[config.mk]
export PLATFORM = sky130hd
export DESIGN_NAME = code_option_loader
export DESIGN_NICKNAME = d
export VERILOG_FILES = /design/src/logic/cdopt_pkg.sv /design/src/logic/cdopt_axi_slave.sv /design/src/logic/cdopt_opt_reg.sv /design/src/logic/code_option_loader.sv
export SDC_FILE = /design/constraint.sdc
export NUM_CORES = 1
export LEC_CHECK = 0
export BUFFER_PORTS_ARGS = -buffer_cell sky130_fd_sc_hd__clkbuf_2
export CAP_MARGIN = 20
export CORE_MARGIN = 3
export CORE_UTILIZATION = 36
export DETAILED_ROUTE_END_ITERATION = 10
export GPL_TIMING_DRIVEN = 0
export PLACE_DENSITY = 0.85
export SYNTH_ARGS = -nofsm -noshare
export SYNTH_HDL_FRONTEND = slang
export SYNTH_HIERARCHICAL = 1
export SYNTH_SLANG_ARGS = --single-unit
export TNS_END_PERCENT = 50
[constraint.sdc]
create_clock -name clk -period 1.4 [get_ports clk]
set_input_delay 0.14 -clock clk [delete_from_list [all_inputs] [get_ports clk]]
set_output_delay 0.14 -clock clk [all_outputs]
set_load 0.1 [all_outputs]
[src/logic/cdopt_pkg.sv]
package cdopt_pkg;
	// option register, byte address on the register bus
	localparam logic [15:0] CDOPT_OPTION_BYTE_VIEW_ADDR = 16'hf3d8;
	// flash word addresses of the option word, per array size
	localparam logic [16:0] CDOPT_OPT_ADDR_SMALL = 17'h07de0;
	localparam logic [16:0] CDOPT_OPT_ADDR_MID = 17'h0bde0;
	localparam logic [16:0] CDOPT_OPT_ADDR_LARGE = 17'h0fde0;
	// option byte field positions
	localparam int CDOPT_BIT_CLKSRC = 7;
	localparam int CDOPT_BIT_RESP = 2;
	localparam int CDOPT_BIT_LVL_HI = 1;
	localparam int CDOPT_BIT_LVL_LO = 0;
	localparam logic [7:0] CDOPT_RESET_VALUE = 8'h00;
	// axi response codes
	localparam logic [1:0] CDOPT_RESP_OKAY = 2'h0;
	localparam logic [1:0] CDOPT_RESP_SLVERR = 2'h2;
	// flash size selection
	typedef enum logic [1:0] {CDOPT_SIZE_SMALL, CDOPT_SIZE_MID, CDOPT_SIZE_LARGE} cdopt_size_t;
	// settings handed to clock generator and detector
	typedef struct packed {
		logic slowClockSourceSel;
		logic undervoltResponseSel;
		logic undervoltLevelHi;
		logic undervoltLevelLo;
	} cdopt_cfg_t;
	// flash read request
	typedef struct packed {
		logic req;
		logic [16:0] addr;
	} cdopt_flash_req_t;
endpackage

[src/logic/cdopt_axi_slave.sv]
// axi4-lite slave exposing the read-only option register
module cdopt_axi_slave
	import cdopt_pkg::*;
(
	// clock and reset
	input wire logic clk,
	input wire logic sys_rst,
	// write channels
	input wire logic [15:0] s_axi_awaddr,
	input wire logic s_axi_awvalid,
	output logic s_axi_awready,
	input wire logic [31:0] s_axi_wdata,
	input wire logic [3:0] s_axi_wstrb,
	input wire logic s_axi_wvalid,
	output logic s_axi_wready,
	output logic [1:0] s_axi_bresp,
	output logic s_axi_bvalid,
	input wire logic s_axi_bready,
	// read channels
	input wire logic [15:0] s_axi_araddr,
	input wire logic s_axi_arvalid,
	output logic s_axi_arready,
	output logic [31:0] s_axi_rdata,
	output logic [1:0] s_axi_rresp,
	output logic s_axi_rvalid,
	input wire logic s_axi_rready,
	// register content
	input wire logic [7:0] optByte
);
	import cdopt_pkg::*;
	logic awHave_q, wHave_q, bvalid_q, rvalid_q;
	logic [15:0] awAddr_q;
	logic [1:0] bresp_q, rresp_q;
	logic [31:0] rdata_q;
	function automatic logic isOpt(input logic [15:0] a);
		return a[15:2] == CDOPT_OPTION_BYTE_VIEW_ADDR[15:2];
	endfunction
	// channel handshakes
	assign s_axi_awready = !awHave_q && !bvalid_q;
	assign s_axi_wready = !wHave_q && !bvalid_q;
	assign s_axi_arready = !rvalid_q;
	assign s_axi_bvalid = bvalid_q;
	assign s_axi_bresp = bresp_q;
	assign s_axi_rvalid = rvalid_q;
	assign s_axi_rdata = rdata_q;
	assign s_axi_rresp = rresp_q;
	wire awTake = s_axi_awvalid && s_axi_awready;
	wire wTake = s_axi_wvalid && s_axi_wready;
	wire awDone = awHave_q || awTake;
	wire wDone = wHave_q || wTake;
	wire [15:0] wrAddr = awHave_q ? awAddr_q : s_axi_awaddr;
	wire arHit = isOpt(s_axi_araddr);
	// write path: data discarded, register is read only
	always_ff @(posedge clk) begin
		if (sys_rst) begin
			awHave_q <= 1'b0;
			wHave_q <= 1'b0;
			bvalid_q <= 1'b0;
			awAddr_q <= '0;
			bresp_q <= CDOPT_RESP_OKAY;
		end else if (bvalid_q) begin
			if (s_axi_bready) bvalid_q <= 1'b0;
		end else if (awDone && wDone) begin
			awHave_q <= 1'b0;
			wHave_q <= 1'b0;
			bvalid_q <= 1'b1;
			bresp_q <= isOpt(wrAddr) ? CDOPT_RESP_OKAY : CDOPT_RESP_SLVERR;
		end else begin
			if (awTake) awHave_q <= 1'b1;
			if (awTake) awAddr_q <= s_axi_awaddr;
			if (wTake) wHave_q <= 1'b1;
		end
	end
	// read path
	always_ff @(posedge clk) begin
		if (sys_rst) begin
			rvalid_q <= 1'b0;
			rdata_q <= '0;
			rresp_q <= CDOPT_RESP_OKAY;
		end else if (rvalid_q) begin
			if (s_axi_rready) rvalid_q <= 1'b0;
		end else if (s_axi_arvalid) begin
			rvalid_q <= 1'b1;
			rdata_q <= arHit ? {24'h000000, optByte} : 32'h00000000;
			rresp_q <= arHit ? CDOPT_RESP_OKAY : CDOPT_RESP_SLVERR;
		end
	end
endmodule

[src/logic/cdopt_opt_reg.sv]
// holds the loaded option byte, read data from a register
module cdopt_opt_reg
	import cdopt_pkg::*;
(
	// clock and reset
	input wire logic clk,
	input wire logic sys_rst,
	// load side
	input wire logic loadEn,
	input wire logic [7:0] loadData,
	// read side
	output logic [7:0] optByte
);
	import cdopt_pkg::*;
	logic [7:0] byte_q;
	// only the loader writes; no cpu path exists
	always_ff @(posedge clk) begin
		if (sys_rst) begin
			byte_q <= CDOPT_RESET_VALUE;
		end else if (loadEn) begin
			byte_q <= loadData;
		end
	end
	assign optByte = byte_q;
endmodule

[src/logic/code_option_loader.sv]
// top: loads option word from flash at reset, drives settings
module code_option_loader
	import cdopt_pkg::*;
(
	// clock and reset
	input wire logic clk,
	input wire logic sys_rst,
	// strap choosing array size
	input wire cdopt_pkg::cdopt_size_t flashSize,
	// flash read port
	output cdopt_pkg::cdopt_flash_req_t flashReq,
	input wire logic flashAck,
	input wire logic [15:0] flashData,
	// register bus
	input wire logic [15:0] s_axi_awaddr,
	input wire logic s_axi_awvalid,
	output logic s_axi_awready,
	input wire logic [31:0] s_axi_wdata,
	input wire logic [3:0] s_axi_wstrb,
	input wire logic s_axi_wvalid,
	output logic s_axi_wready,
	output logic [1:0] s_axi_bresp,
	output logic s_axi_bvalid,
	input wire logic s_axi_bready,
	input wire logic [15:0] s_axi_araddr,
	input wire logic s_axi_arvalid,
	output logic s_axi_arready,
	output logic [31:0] s_axi_rdata,
	output logic [1:0] s_axi_rresp,
	output logic s_axi_rvalid,
	input wire logic s_axi_rready,
	// settings and cpu reset
	output cdopt_pkg::cdopt_cfg_t optCfg,
	output logic cpuRst
);
	import cdopt_pkg::*;
	typedef enum logic [1:0] {CDOPT_ST_IDLE, CDOPT_ST_READ, CDOPT_ST_DONE} cdopt_state_t;
	cdopt_state_t state_q, state_d;
	logic [7:0] optByte;
	logic [16:0] addr_q;
	cdopt_cfg_t cfg_q, cfg_d;
	logic cpuRst_q;
	// strap comes from a pin: two flops before anything reads it
	cdopt_size_t sizeMeta_q, sizeSync_q;
	function automatic logic [16:0] optAddr(input cdopt_size_t s);
		case (s)
			CDOPT_SIZE_SMALL: return CDOPT_OPT_ADDR_SMALL;
			CDOPT_SIZE_MID: return CDOPT_OPT_ADDR_MID;
			default: return CDOPT_OPT_ADDR_LARGE;
		endcase
	endfunction
	// loader sequencing
	always_comb begin
		state_d = state_q;
		case (state_q)
			CDOPT_ST_IDLE: state_d = CDOPT_ST_READ;
			CDOPT_ST_READ: if (flashAck) state_d = CDOPT_ST_DONE;
			default: state_d = CDOPT_ST_DONE;
		endcase
	end
	wire loadEn = (state_q == CDOPT_ST_READ) && flashAck;
	wire loadDone = (state_q == CDOPT_ST_DONE);
	assign flashReq.req = (state_q == CDOPT_ST_READ);
	assign flashReq.addr = addr_q;
	always_ff @(posedge clk) begin
		if (sys_rst) begin
			state_q <= CDOPT_ST_IDLE;
			addr_q <= '0;
		end else begin
			state_q <= state_d;
			if (state_q == CDOPT_ST_IDLE) addr_q <= optAddr(sizeSync_q);
		end
	end
	// strap synchroniser, free running so it has settled before reset lifts
	always_ff @(posedge clk) begin
		sizeMeta_q <= flashSize;
		sizeSync_q <= sizeMeta_q;
	end
	cdopt_opt_reg uOptReg (
		.clk(clk),
		.sys_rst(sys_rst),
		.loadEn(loadEn),
		.loadData(flashData[7:0]),
		.optByte(optByte)
	);
	// option byte fields, picked apart by position
	assign cfg_d = '{
		slowClockSourceSel: optByte[CDOPT_BIT_CLKSRC],
		undervoltResponseSel: optByte[CDOPT_BIT_RESP],
		undervoltLevelHi: optByte[CDOPT_BIT_LVL_HI],
		undervoltLevelLo: optByte[CDOPT_BIT_LVL_LO]
	};
	// settings held at reset values until load is complete
	always_ff @(posedge clk) begin
		if (sys_rst) begin
			cfg_q <= '0;
			cpuRst_q <= 1'b1;
		end else begin
			cpuRst_q <= !loadDone;
			if (loadDone) cfg_q <= cfg_d;
		end
	end
	assign optCfg = cfg_q;
	assign cpuRst = cpuRst_q;
	cdopt_axi_slave uAxi (
		.clk(clk),
		.sys_rst(sys_rst),
		.s_axi_awaddr(s_axi_awaddr),
		.s_axi_awvalid(s_axi_awvalid),
		.s_axi_awready(s_axi_awready),
		.s_axi_wdata(s_axi_wdata),
		.s_axi_wstrb(s_axi_wstrb),
		.s_axi_wvalid(s_axi_wvalid),
		.s_axi_wready(s_axi_wready),
		.s_axi_bresp(s_axi_bresp),
		.s_axi_bvalid(s_axi_bvalid),
		.s_axi_bready(s_axi_bready),
		.s_axi_araddr(s_axi_araddr),
		.s_axi_arvalid(s_axi_arvalid),
		.s_axi_arready(s_axi_arready),
		.s_axi_rdata(s_axi_rdata),
		.s_axi_rresp(s_axi_rresp),
		.s_axi_rvalid(s_axi_rvalid),
		.s_axi_rready(s_axi_rready),
		.optByte(optByte)
	);
endmodule

After elaboration in Yosys (flattened, before gate mapping)
Cells that the tools add are included.
Widths: inputs -> output; s select.
{ "totals": {"register_bits": 92, "inputBits": 94} }
{ "op_classes": {"n_eq_ne": 6, "muxes": 17, "n_bitwise": 3, "n_reduce_logical": 22} }
{ "op_table": {"columns": ["op", "count"], "rows": [
  ["$pmux 16 s2", 1],
  ["$eq 14x14->1 const B", 2],
  ["$mux 16", 1],
  ["$mux 1", 10],
  ["$mux 8", 1],
  ["$reduce_and 2->1", 4],
  ["$logic_and 1x1->1", 6],
  ["$mux 2", 3],
  ["$logic_not 1->1", 5],
  ["$eq 2x1->1 const B", 2],
  ["$logic_not 2->1", 2],
  ["$pmux 2 s2", 1],
  ["$reduce_bool 2->1", 2],
  ["$not 1->1", 3],
  ["$reduce_and 3->1", 1],
  ["$eq 2x2->1 const B", 1],
  ["$logic_or 1x1->1", 2],
  ["$ne 2x1->1 const B", 1]
]} }

Longest topological paths before layout
Gate-level depths: netlist (run 1).
{ "depth": {"word_depth": 7, "mapped_depth": 5, "depth_no_buf": 4} }

By module
Netlist (run 1), hierarchy kept.
{ "modules_own_cells": {"columns": ["mod", "n_inst", "cells_each", "area_per_inst_um2", "seq_area_each_um2"], "rows": [
  ["cdopt_axi_slave", 1, 143, 1311.3, 560.5],
  ["code_option_loader", 1, 55, 544.3, 280.3],
  ["cdopt_opt_reg", 1, 26, 285.3, 160.2]
]} }

Worst setup path before layout (run 1)
Ideal clock, no wire load.
{ "synth_path": {"path_type": "reg2reg", "startpoint": "register uAxi.bvalid_q (netlist: uAxi/s_axi_bvalid)", "endpoint": "register uAxi.awAddr_q[10]", "setup_ps": 128, "arrival_ps": 3177, "required_time_ps": 1272, "slack_ps": -1904, "stages_incl_launch_ff": 6, "n_path_buf": 1, "synth_period_minus_slack_ps": 3304, "cell_sequence": "dfxtp_1 nor2_1 nand3_1 buf_2 mux2i_1 nor2_1"} }
{ "synth_between": {"elab_chain_cells": 7} }
{ "synth_rtl": {"columns": ["element", "line", "text"], "rows": [
  ["start, declared", "cdopt_axi_slave.sv:31", "logic awHave_q, wHave_q, bvalid_q, rvalid_q;"],
  ["start signal, assigned", "cdopt_axi_slave.sv:58", "bvalid_q <= 1'b0;"],
  ["start signal, assigned", "cdopt_axi_slave.sv:62", "if (s_axi_bready) bvalid_q <= 1'b0;"],
  ["start signal, assigned", "cdopt_axi_slave.sv:66", "bvalid_q <= 1'b1;"],
  ["$logic_not 1->1 *", "cdopt_axi_slave.sv:39", "assign s_axi_awready = !awHave_q && !bvalid_q;"],
  ["$logic_and 1x1->1 *", "cdopt_axi_slave.sv:39", null],
  ["named net s_axi_awready", "code_option_loader.sv:17", "output logic s_axi_awready,"],
  ["$logic_and 1x1->1 *", "cdopt_axi_slave.sv:47", "wire awTake = s_axi_awvalid && s_axi_awready;"],
  ["$logic_or 1x1->1", "cdopt_axi_slave.sv:49", "wire awDone = awHave_q || awTake;"],
  ["$logic_and 1x1->1", "cdopt_axi_slave.sv:63", "end else if (awDone && wDone) begin"],
  ["$not 1->1 (no line)", null, null],
  ["$reduce_and 3->1 (no line) *", null, null],
  ["end signal, assigned", "cdopt_axi_slave.sv:70", "if (awTake) awAddr_q <= s_axi_awaddr;"],
  ["end, declared", "cdopt_axi_slave.sv:32", "logic [15:0] awAddr_q;"]
]} }
Mark *: on every way through the listed nets, which the timed path passes. The rest lies on a longest branch.
A chain may end at the register's enable or synchronous reset.

Worst setup path in the final report (run 1)
{ "layout_path": {"startpoint": "register uAxi.rvalid_q (netlist: uAxi/s_axi_rvalid)", "endpoint": "output port s_axi_arready"} }
{ "layout_between": {"elab_chain_cells": 1} }
{ "layout_rtl": {"columns": ["element", "line", "text"], "rows": [
  ["start, declared", "cdopt_axi_slave.sv:31", null],
  ["start signal, assigned", "cdopt_axi_slave.sv:77", "rvalid_q <= 1'b0;"],
  ["start signal, assigned", "cdopt_axi_slave.sv:81", "if (s_axi_rready) rvalid_q <= 1'b0;"],
  ["start signal, assigned", "cdopt_axi_slave.sv:83", "rvalid_q <= 1'b1;"],
  ["$logic_not 1->1", "cdopt_axi_slave.sv:41", "assign s_axi_arready = !rvalid_q;"],
  ["end, declared", "code_option_loader.sv:27", "output logic s_axi_arready,"]
]} }
No other way between the ends.

==> out/metrics.csv, run 1 <==
stage,metric,value,unit
worst_setup_path,critical-path maximum fanout,5,
synth,xor-xnor portion of the synthesized cell area,0,%
floorplan,placeable core area,0.00564,sq mm
drt,average wire per cell in the routed design,11.1,um
sta,slew of the pin with the lowest slew margin,0.556,ns
place,"worst slack, placed",-0.248,ns
grt,total global-route track usage,13.0,%
synth,Yosys warning total,6,
grt,aggregate global routing overflow,0,
floorplan,Placement Rows,27,
drt,vias per cell,4.27,
drt,via count,1765,
run,reported max-cap violation count,0,
sta,final setup violation count,0,
power_and_ir_drop,worst vdd rail ir drop,649,uV
floorplan,vertical extent of the die,83.1,um
place,port bufs,75,
floorplan,die outline area,0.00691,sq mm
min_path,hold path start,s_axi_rready,
worst_setup_path,"reg-to-reg slack, setup",0.09,ns
synth,"EDFF count, synth",0,
final_layout,antenna cell count,0,
sta,time the worst path needs with I/O delays and setup,1.32,ns
min_path,number of instances on the worst hold path,2,
grt,wire length of the first global-routing pass,7.37,mm
sta,maximum clock frequency,757,MHz
final_layout,register area,0.00101,sq mm
final_layout,fraction of final layout cells sized beyond drive strength 1,43.1,%
place,placed cell count,402,
synth,Mean Syn Cell Area,9.56,sq um
worst_setup_path,Worst Reg2Reg Path Length in Cells,5,
sta,unrepaired setup endpoints after global routing,no,
clock_network,insertion delay of the later-clocked pin in the worst-skew pair,0.30,ns
synth,number of unique standard cell types used by synthesis,31,
synth,Post-Synth Adder-Cell Area,0,%
synth,synthesized flop and latch total,50,
sta,Final Cycle Share,94.4,%
synth,fraction of the yosys area taken by sequential cells,46.8,%
drt,number of detailed-route iterations in the first pass,4,
drt,Starting DRT DRC Count,29,
worst_setup_path,Worst R2R End,uAxi/s_axi_rdata[5],
worst_setup_path,Critical Path RT,1.26,ns
worst_setup_path,startpoint of the lowest-slack register-to-register path,uAxi/s_axi_rvalid,
worst_setup_path,critical setup path kind,reg -> out,
worst_setup_path,kind of start point of the critical path,register,
sta,headroom to the max-slew limit,63.1,%
clock_network,CTS buffer count,5,
synth,"FFs w/ async S/R, synth",0,%
clock_network,clock sink total,50,
final_layout,area grow syn2layout,38.6,%
floorplan,die span in x,83.1,um
synth,complex-gate fraction of the synthesized area,5.96,%
grt,number of antenna violations at the first check in global routing,0,
worst_setup_path,type of destination of the critical path,output port,
worst_setup_path,arrival time at the worst endpoint,1.18,ns
sta,Fin Clk Skew,0.0104,ns
floorplan,initial standard-cell utilization of the core,37.9,%
synth,Post-Synth Simple-Gate Area,17.9,%
grt,vias in the first global route,1588,
drt,Routed WL,4.59,mm
min_path,worst hold-check path type,in -> reg,
power_and_ir_drop,total chip power,3.79,mW
synth,"area leader, netlist",sky130_fd_sc_hd__dfxtp_1,
power_and_ir_drop,P_leak,1.52,nW
final_layout,final cell count without fillers,413,
final_layout,number of fill cells,529,
synth,most frequently used flop master after synthesis,sky130_fd_sc_hd__dfxtp_1,
clock_network,clock buffer depth,2,
place,last weighted congestion value of the routability-driven placer,0.827,
drt,DRC violations left,0,
final_layout,area of the multi-input gates,953,sq um
synth,combinational family with the most area after synthesis,simple AND/OR/NAND/NOR gates,
synth,synthesized instance count,224,
synth,netlist area before placement,0.00214,sq mm
sta,fin. max-slew vios,0,
outcome,run status,"complete, no violations",
grt,pin count of the biggest net entering global routing,16,
synth,Synth area leaders,"sky130_fd_sc_hd__dfxtp_1, sky130_fd_sc_hd__buf_4, sky130_fd_sc_hd__mux2i_1",
clock_network,Clock Pin Slew Worst Setup and Hold Paths,0.08,ns
synth,share of Yosys cell area claimed by the top area cell type,46.8,%
drt,final antenna-violating net count,0,
sta,Setup WS post-layout,0.0784,ns
clock_network,cell at the root of the clock tree,sky130_fd_sc_hd__clkbuf_8,
min_path,WHS Endpoint,uAxi/s_axi_rvalid,
place,post-detailed-placement half-perimeter wirelength,3.70,mm
sta,Hold Fails Final Rpt,0,
synth,multiplexer share of the synthesized area,12.2,%
clock_network,H-tree lvl count,2,
final_layout,number of nets in the layout,434,
power_and_ir_drop,Cell Pwr Density,1280,mW/mm^2
clock_network,CTS tree,built,
floorplan,I/O Pins,158,
[what timing repair did]
action,4_1_cts,5_1_grt
hold endpoints to repair,2,0
setup buffers,0,1
pin swaps,0,1
gates resized for setup,12,7
hold buffers,2,0
setup endpoints to repair,11,26
[power breakdown]
group	total [mW]	internal (mW)	switching, mW
registers	1.55	1.49	0.0592
clock network	0.972	0.526	0.447
logic	1.26	0.290	0.973
total	3.79	2.31	1.48
[layout make-up]
| type | count | area share, % |
|---|---|---|
| inverters | 4 | 0.632 |
| flip-flops and latches | 50 | 34.1 |
| multi-input cells | 153 | 32.1 |
| clock buffers | 5 | 2.32 |
| plain buffers | 48 | 11.9 |
| repair buffers | 78 | 14.5 |
| clock inverters | 3 | 1.35 |
| well taps | 72 | 3.04 |
[state kept, by name, indices dropped and copies added, names as in the netlist, 2 cells and up]
| signal | count |
|---|---|
| uAxi/awAddr_q | 14 |
| uAxi/s_axi_rdata | 8 |
| uOptReg/optByte | 8 |
| optCfg | 4 |
| addr_q | 3 |
| sizeMeta_q | 2 |
| sizeSync_q | 2 |
| state_q | 2 |
[logic make-up (layout without fill, tap and decap cells)]
| family | after synthesis | in the layout |
|---|---|---|
| AND/OR/NAND/NOR | 75 | 75 |
| buffers and inverters | 52 | 138 |
| multiplexers | 26 | 26 |
| flip-flops | 50 | 50 |
| AO/OA/AOI/OAI | 19 | 19 |
| other | 2 | 33 |
[layout by cell type, fill, tap and decap left out, types with 2 or more instances in the layout]
cell type | netlist | routed
sky130_fd_sc_hd__nor4b_1 | 3 | 2
sky130_fd_sc_hd__clkbuf_1 | 2 | 2
sky130_fd_sc_hd__buf_4 | 40 | 42
sky130_fd_sc_hd__buf_2 | 1 | 2
sky130_fd_sc_hd__a22oi_1 | 8 | 7
sky130_fd_sc_hd__clkinv_2 | 0 | 2
sky130_fd_sc_hd__dlygate4sd3_1 | 0 | 2
sky130_fd_sc_hd__dfxtp_2 | 0 | 3
sky130_fd_sc_hd__mux2i_1 | 26 | 26
sky130_fd_sc_hd__nor2_1 | 46 | 43
sky130_fd_sc_hd__clkbuf_2 | 0 | 63
sky130_fd_sc_hd__nor2_2 | 1 | 3
sky130_fd_sc_hd__nand4_1 | 2 | 2
sky130_fd_sc_hd__buf_6 | 2 | 4
sky130_fd_sc_hd__conb_1 | 2 | 33
sky130_fd_sc_hd__dfxtp_4 | 0 | 2
sky130_fd_sc_hd__inv_1 | 4 | 3
sky130_fd_sc_hd__nand4b_1 | 5 | 5
sky130_fd_sc_hd__clkbuf_8 | 0 | 5
sky130_fd_sc_hd__dfxtp_1 | 50 | 45
sky130_fd_sc_hd__nand2_1 | 3 | 2
sky130_fd_sc_hd__buf_1 | 3 | 3
sky130_fd_sc_hd__a21oi_1 | 6 | 6
sky130_fd_sc_hd__nor3_1 | 5 | 4
sky130_fd_sc_hd__clkbuf_4 | 0 | 8
sky130_fd_sc_hd__o21ai_0 | 2 | 2
[synthesized netlist by cell type (2+ instances only)]
| library cell | count |
|---|---|
| sky130_fd_sc_hd__dfxtp_1 | 50 |
| sky130_fd_sc_hd__nor2_1 | 46 |
| sky130_fd_sc_hd__buf_4 | 40 |
| sky130_fd_sc_hd__mux2i_1 | 26 |
| sky130_fd_sc_hd__a22oi_1 | 8 |
| sky130_fd_sc_hd__a21oi_1 | 6 |
| sky130_fd_sc_hd__nand4b_1 | 5 |
| sky130_fd_sc_hd__nor3_1 | 5 |
| sky130_fd_sc_hd__inv_1 | 4 |
| sky130_fd_sc_hd__buf_1 | 3 |
| sky130_fd_sc_hd__nand2_1 | 3 |
| sky130_fd_sc_hd__nor4b_1 | 3 |
| sky130_fd_sc_hd__buf_6 | 2 |
| sky130_fd_sc_hd__clkbuf_1 | 2 |
| sky130_fd_sc_hd__conb_1 | 2 |
| sky130_fd_sc_hd__nand4_1 | 2 |
| sky130_fd_sc_hd__nor2b_1 | 2 |
| sky130_fd_sc_hd__o21ai_0 | 2 |
[worst max-delay path by stage]
stage / from / to / cells after the start
after floorplan: uAxi/s_axi_bvalid / uAxi/awAddr_q[10] / 5
after global placement: s_axi_araddr[2] / uAxi/s_axi_rdata[2] / 5
after detailed placement: s_axi_araddr[2] / uAxi/s_axi_rdata[7] / 5
after CTS: addr_q[13] / flashReq[11] / 2
after global routing: uAxi/awHave_q / uAxi/s_axi_bresp[1] / 4
final: uAxi/s_axi_rvalid / s_axi_arready / 2
[metrics by stage]
stage / hold slack, ns / util (%) / cell area [sq um] / setup TNS [ns]
global placement: 0.243 / 49.3 / 2780 / -2.00
finish: 0.0186 / 52.6 / 2970 / 0
floorplan: 0.168 / - / 2320 / -9.14
detailed placement: 0.244 / 49.3 / 2780 / -2.13
global route: 0.0127 / 52.6 / 2970 / 0
CTS: 0.00747 / 52.1 / 2940 / 0
[layer usage]
| metal | vias up | track usage, % | wire length (um) |
|---|---|---|---|
| met1 | 780 | 14.0 | 1820 |
| met3 | 4 | 4.76 | 340 |
| met2 | 63 | 23.8 | 2390 |
| li1 | 918 | - | - |
| met4 | 0 | 3.57 | 38 |
| met5 | - | 0 | 0 |
[critical path, cell delays in order (launching register included)]
cell,delay [ns]
sky130_fd_sc_hd__dfxtp_4,0.37
sky130_fd_sc_hd__clkinvlp_4,0.09
sky130_fd_sc_hd__buf_2,0.43
Note: power is estimated with default switching activity, not from simulation.
==> run 2, diff against run 1 <==
BUFFER_PORTS_ARGS = -buffer_cell sky130_fd_sc_hd__buf_2   (was -buffer_cell sky130_fd_sc_hd__clkbuf_2)
SYNTH_HIERARCHICAL = default   (was 1)
==> run 2 against run 1 <==
Effect of this change: worst setup slack got worse by 0.024 ns; flip-flop and latch count unchanged; critical path depth unchanged; clock-buffer cell count up 1; clock power down 6.4%; core utilization fell by 0.067 points; total power down 1.4%; largest power group unchanged; clock skew fell by 0.0065 ns; sequential share of layout area increased by 0.085 points; routed wire length is 6.9% higher; cell area down 0.13%; non-clock buffer count is 2 higher.
==> out/metrics.csv, run 2 <==
stage,metric,value,unit
outcome,run status,"complete, no violations",
sta,time the worst path needs with I/O delays and setup,1.35,ns
synth,Mean Syn Cell Area,9.47,sq um
worst_setup_path,Critical Path RT,1.26,ns
sta,Fin Clk Skew,0.00384,ns
power_and_ir_drop,Comb pwr share,34.2,%
grt,wire length of the first global-routing pass,8.14,mm
synth,most frequently used flop master after synthesis,sky130_fd_sc_hd__dfxtp_1,
drt,via count,1827,
power_and_ir_drop,P_leak,1.49,nW
synth,Yosys warning total,0,
sta,final setup violation count,0,
final_layout,post-layout instance area,0.00296,sq mm
synth,netlist area before placement,0.00214,sq mm
clock_network,Clock Pin Slew Worst Setup and Hold Paths,0.09,ns
drt,vias per cell,4.39,
power_and_ir_drop,share of power burned in the clock network,24.3,%
final_layout,final cell count without fillers,416,
worst_setup_path,critical setup path kind,reg -> out,
drt,number of detailed-route iterations in the first pass,4,
run,reported max-cap violation count,0,
power_and_ir_drop,worst vdd rail ir drop,685,uV
clock_network,insertion delay of the later-clocked pin in the worst-skew pair,0.29,ns
worst_setup_path,"reg-to-reg slack, setup",0.07,ns
synth,share of Yosys cell area claimed by the top area cell type,46.8,%
floorplan,I/O Pins,158,
sta,Final Cycle Share,96.1,%
floorplan,initial standard-cell utilization of the core,37.9,%
place,port bufs,75,
grt,aggregate global routing overflow,0,
synth,"area leader, netlist",sky130_fd_sc_hd__dfxtp_1,
grt,number of antenna violations at the first check in global routing,0,
grt,pin count of the biggest net entering global routing,16,
sta,maximum clock frequency,743,MHz
grt,vias in the first global route,1766,
worst_setup_path,critical-path maximum fanout,6,
clock_network,CTS buffer count,5,
power_and_ir_drop,Cell Pwr Density,1260,mW/mm^2
sta,unrepaired setup endpoints after global routing,no,
clock_network,H-tree lvl count,2,
power_and_ir_drop,switching power summed over all nets,1.49,mW
worst_setup_path,arrival time at the worst endpoint,1.21,ns
drt,final antenna-violating net count,0,
sta,fin. max-slew vios,0,
sta,worst hold margin,0.0117,ns
worst_setup_path,type of destination of the critical path,output port,
sta,headroom to the max-slew limit,66.1,%
grt,total global-route track usage,14.2,%
place,last weighted congestion value of the routability-driven placer,0.851,
sta,Setup WS post-layout,0.0544,ns
place,placement-stage cell area,0.00277,sq mm
min_path,worst hold-check path type,in -> reg,
place,placed cell count,405,
worst_setup_path,kind of cell with the highest combined delay on the critical path,buffers and inverters,
final_layout,antenna cell count,0,
synth,synthesized instance count,226,
synth,synthesized flop and latch total,50,
drt,DRC violations left,0,
final_layout,most common library cell in the layout ignoring fill and taps,sky130_fd_sc_hd__buf_2,
clock_network,clock buffer depth,2,
final_layout,fraction of final layout cells sized beyond drive strength 1,41.9,%
place,post-detailed-placement half-perimeter wirelength,3.79,mm
floorplan,die span in x,83.1,um
floorplan,vertical extent of the die,83.1,um
final_layout,number of nets in the layout,437,
synth,fraction of the yosys area taken by sequential cells,46.8,%
clock_network,clock sink total,50,
synth,number of unique standard cell types used by synthesis,31,
power_and_ir_drop,cell internal power dissipation,2.25,mW
worst_setup_path,buffer and inverter count on the worst path,1,
synth,"FFs w/ async S/R, synth",0,%
worst_setup_path,peak per-stage delay on the critical path,0.43,ns
synth,cell types with the highest counts after synthesis,"sky130_fd_sc_hd__dfxtp_1, sky130_fd_sc_hd__nor2_1, sky130_fd_sc_hd__buf_4, sky130_fd_sc_hd__mux2i_1, sky130_fd_sc_hd__a22oi_1",
final_layout,number of fill cells,527,
worst_setup_path,slowest stage cell on the critical path,sky130_fd_sc_hd__buf_2,
floorplan,placeable core area,0.00564,sq mm
final_layout,area grow syn2layout,38.5,%
floorplan,Placement Rows,27,
worst_setup_path,sequence of cells on the critical path,"nor2_4, buf_2",
drt,Starting DRT DRC Count,58,
drt,average wire per cell in the routed design,11.8,um
power_and_ir_drop,net switching fraction of the power,39.9,%
floorplan,die outline area,0.00691,sq mm
final_layout,largest reg by FF count,uAxi.awAddr_q,
drt,Routed WL,4.91,mm
synth,"count leader, synth",sky130_fd_sc_hd__dfxtp_1,
synth,Synth area leaders,"sky130_fd_sc_hd__dfxtp_1, sky130_fd_sc_hd__buf_4, sky130_fd_sc_hd__mux2i_1",
synth,"EDFF count, synth",0,
sta,Hold Fails Final Rpt,0,
sta,slew of the pin with the lowest slew margin,0.508,ns
clock_network,cell at the root of the clock tree,sky130_fd_sc_hd__clkbuf_8,
clock_network,CTS tree,built,
place,"worst slack, placed",-0.317,ns
final_layout,highest-count cells in the layout ignoring fill and taps,"sky130_fd_sc_hd__buf_2, sky130_fd_sc_hd__buf_4, sky130_fd_sc_hd__dfxtp_1",
worst_setup_path,kind of start point of the critical path,register,
final_layout,flip-flop count of the largest register after layout,14,
power_and_ir_drop,register share of total power,41.4,%
-- run 2: cell types whose count changed after synthesis, sizes merged, moves of 2 or more --
cell    delta
nor3       -2
nor4b      -3
nor4bb     +2
nand4b     -2
-- run 2: cells by family (layout without fill, tap and decap cells) --
family                 count (synthesis)  count (layout)  synth area share (%)
buffers and inverters                 54             140                  16.7
and+or+nand+nor                       71              71                  16.7
muxes                                 26              26                  12.2
DFF                                   50              50                  46.8
AOI/OAI and AO/OA                     24              24                  7.54
other                                  1              33                 0.175
-- run 2: final timing paths --
check,startpoint,to,depth (start not counted)
max reg2reg,uAxi.awHave_q,uAxi.s_axi_bresp[1],3
min reg2reg,sizeMeta_q[1],sizeSync_q[1],0
min,s_axi_rready,uAxi.s_axi_rvalid,2
max,uAxi.s_axi_bvalid,s_axi_wready,2
-- run 2: final cells by class --
type                       instances  area [sq um]  area share, %
tap                               72          90.1           3.04
buffer                            48           354           11.9
timing repair buffer              80           447           15.1
multi-input combinational        154           937           31.6
inverter                           4          18.8          0.633
clock buffer                       6          93.8           3.17
sequential                        50          1010           34.2
clock inverter                     2          10.0          0.338
-- run 2: per-layer routing --
metal,up-vias,track usage [%],wire (um)
met5,-,0,0
li1,924,-,-
met1,820,16.3,1980
met2,81,25.1,2480
met4,0,2.82,8
met3,2,5.26,438
-- run 2: timing repair --
item	4_1_cts	5_1_grt
gates resized for setup	12	6
endpoints found under the hold margin	2	0
buffers inserted	0	3
hold buffers	2	0
pin swaps	1	3
setup endpoints to repair	29	29
-- run 2: power groups by stage --
stage          Combinational [mW]  Sequential (mW)  Clock, mW
6_report                     1.28             1.55      0.910
5_1_grt                      1.33             1.56       1.02
4_1_cts                      1.26             1.55      0.938
3_5_place_dp                 1.25             1.58          0
3_3_place_gp                 1.24             1.57          0
2_1_floorplan               0.930             1.72          0
-- run 2: through the flow --
stage	setup TNS (ns)	util, %	power [mW]
after floorplan	-9.28	-	2.65
after global placement	-2.72	49.2	2.81
after detailed placement	-3.40	49.2	2.82
after CTS	-0.0906	51.7	3.75
after global routing	0	52.5	3.91
final	0	52.5	3.74
==> run 3, diff against run 2 <==
BUFFER_PORTS_ARGS = -buffer_cell sky130_fd_sc_hd__buf_4   (was -buffer_cell sky130_fd_sc_hd__buf_2)
==> run 3 against run 2 <==
Effect of this change: non-clock buffer count increased by 3; sequential power about the same; sequential share of layout area decreased by 2.0 points; clock power increased by 2%; combinational power increased by 5%; global-route usage increased by 0.17 points; critical endpoint is now s_axi_awready; highest routed layer unchanged.
==> out/metrics.csv, run 3 (same netlist as run 2, synthesis figures left out) <==
stage,metric,value,unit
outcome,run status,"complete, no violations",
power_and_ir_drop,net switching fraction of the power,39.5,%
floorplan,vertical extent of the die,83.1,um
place,placement-stage cell area,0.00296,sq mm
grt,wire length of the first global-routing pass,8.27,mm
clock_network,clock buffer depth,2,
sta,Hold Fails Final Rpt,0,
power_and_ir_drop,P_leak,1.54,nW
final_layout,antenna cell count,0,
final_layout,post-layout instance area,0.00315,sq mm
power_and_ir_drop,switching power summed over all nets,1.51,mW
worst_setup_path,critical setup path kind,reg -> out,
grt,pin count of the biggest net entering global routing,16,
final_layout,number of nets in the layout,440,
final_layout,number of fill cells,514,
final_layout,highest-count cells in the layout ignoring fill and taps,"sky130_fd_sc_hd__buf_4, sky130_fd_sc_hd__dfxtp_1, sky130_fd_sc_hd__nor2_1",
worst_setup_path,critical-path maximum fanout,8,
place,port bufs,75,
final_layout,largest reg by FF count,uAxi.awAddr_q,
grt,total global-route track usage,14.3,%
drt,average wire per cell in the routed design,12.3,um
power_and_ir_drop,share of power burned in the clock network,24.3,%
final_layout,area of the multi-input gates,941,sq um
floorplan,initial standard-cell utilization of the core,37.9,%
power_and_ir_drop,Comb pwr share,35.1,%
grt,vias in the first global route,1798,
power_and_ir_drop,Cell Pwr Density,1210,mW/mm^2
worst_setup_path,kind of start point of the critical path,register,
power_and_ir_drop,worst vdd rail ir drop,603,uV
drt,final antenna-violating net count,0,
floorplan,I/O Pins,158,
drt,Starting DRT DRC Count,50,
final_layout,area grow syn2layout,47.2,%
drt,Routed WL,5.14,mm
grt,GR Layer Usage met2,26.2,%
sta,Final Cycle Share,95.5,%
final_layout,flip-flop count of the largest register after layout,14,
floorplan,placeable core area,0.00564,sq mm
clock_network,CTS buffer count,5,
power_and_ir_drop,register share of total power,40.6,%
worst_setup_path,Critical Path RT,1.26,ns
drt,number of detailed-route iterations in the first pass,4,
sta,time the worst path needs with I/O delays and setup,1.34,ns
sta,final setup violation count,0,
sta,fin. max-slew vios,0,
place,last weighted congestion value of the routability-driven placer,0.775,
floorplan,die span in x,83.1,um
grt,aggregate global routing overflow,0,
drt,vias per cell,4.38,
clock_network,clock sink total,50,
sta,Fin Clk Skew,0.00964,ns
floorplan,Placement Rows,27,
place,post-detailed-placement half-perimeter wirelength,3.98,mm
clock_network,Clock Pin Slew Worst Setup and Hold Paths,0.09,ns
worst_setup_path,arrival time at the worst endpoint,1.20,ns
sta,headroom to the max-slew limit,66.5,%
grt,busiest layer in global routing,met2,
run,reported max-cap violation count,0,
power_and_ir_drop,cell internal power dissipation,2.31,mW
worst_setup_path,type of destination of the critical path,output port,
drt,DRC violations left,0,
min_path,worst hold-check path type,in -> reg,
sta,slew of the pin with the lowest slew margin,0.503,ns
grt,met3 Usage GRT,5.06,%
final_layout,register area,0.00101,sq mm
drt,via count,1835,
clock_network,H-tree lvl count,2,
grt,routing usage on met1,15.9,%
final_layout,fraction of final layout cells sized beyond drive strength 1,42.4,%
clock_network,insertion delay of the later-clocked pin in the worst-skew pair,0.30,ns
clock_network,CTS tree,built,
final_layout,final cell utilization of the core,55.9,%
sta,maximum clock frequency,748,MHz
clock_network,cell at the root of the clock tree,sky130_fd_sc_hd__clkbuf_8,
grt,number of antenna violations at the first check in global routing,0,
floorplan,die outline area,0.00691,sq mm
final_layout,most common library cell in the layout ignoring fill and taps,sky130_fd_sc_hd__buf_4,
## run 3: changes by cell type in the layout (fill, tap and decap cells not counted), moves of 2 or more
cell                       before  now
sky130_fd_sc_hd__a22oi_1        8    6
sky130_fd_sc_hd__a22oi_2        0    2
sky130_fd_sc_hd__buf_4         51  119
sky130_fd_sc_hd__clkinv_2       2    0
sky130_fd_sc_hd__buf_2         65    0
## run 3: layer usage
layer / vias to the layer above / routed length, um / share of wire [%]
met1: 821 / 2120 / 41
met2: 78 / 2520 / 49
li1: 931 / - / -
met5: - / 0 / 0
met4: 0 / 36 / 0.70
met3: 5 / 459 / 8.9
## run 3: final cells by class
cell class	count	share of cell area [%]
Buffer	48	11.1
Clock buffer	7	3.10
Clock inverter	1	0.198
Inverter	4	0.595
Multi-Input combinational cell	154	29.9
Sequential cell	50	32.2
Tap cell	72	2.86
Timing Repair Buffer	83	20.2
## run 3: power groups by stage
stage | combinational, mW | clock (mW) | sequential (mW)
2_1_floorplan | 0.930 | 0 | 1.72
3_3_place_gp | 1.31 | 0 | 1.57
3_5_place_dp | 1.32 | 0 | 1.58
4_1_cts | 1.32 | 0.952 | 1.55
5_1_grt | 1.39 | 0.993 | 1.56
6_report | 1.34 | 0.927 | 1.55
## run 3: per-stage QoR
| step | cells | hold slack, ns | total power, mW | TNS, ns | setup WS, ns |
|---|---|---|---|---|---|
| 2_1_floorplan | 258 | 0.168 | 2.65 | -9.28 | -0.463 |
| 3_3_place_gp | 405 | 0.246 | 2.88 | -2.76 | -0.261 |
| 3_5_place_dp | 405 | 0.247 | 2.90 | -3.44 | -0.323 |
| 4_1_cts | 413 | 0.0262 | 3.82 | -0.0475 | -0.0475 |
| 5_1_grt | 419 | 0.0238 | 3.94 | -0.000328 | -0.000316 |
| 6_report | 419 | 0.0349 | 3.81 | 0 | 0.0632 |
## run 3: worst max-delay path, cell delays in order, from the launching register on
cell and delay (ns):
sky130_fd_sc_hd__dfxtp_4 0.39, sky130_fd_sc_hd__buf_4 0.14, sky130_fd_sc_hd__nor2_2 0.09, sky130_fd_sc_hd__buf_4 0.29
## run 3: timing repair
item,4_1_cts,5_1_grt
resized for setup,3,6
pin swaps,0,3
setup buffers,0,6
hold buffers,2,0
setup endpoints to repair,19,28
hold endpoints to repair,2,0
gates cloned,0,0
## run 3: worst paths after layout
check             cells past startpoint  slack (ns)          start                 to
setup / recovery                      3        0.06  uAxi.awHave_q      s_axi_awready
hold / removal                        2        0.03   s_axi_rready  uAxi.s_axi_rvalid
setup reg to reg                      6        0.06  uAxi.awHave_q   uAxi.awAddr_q[5]
hold reg to reg                       0        0.35  sizeMeta_q[1]      sizeSync_q[1]
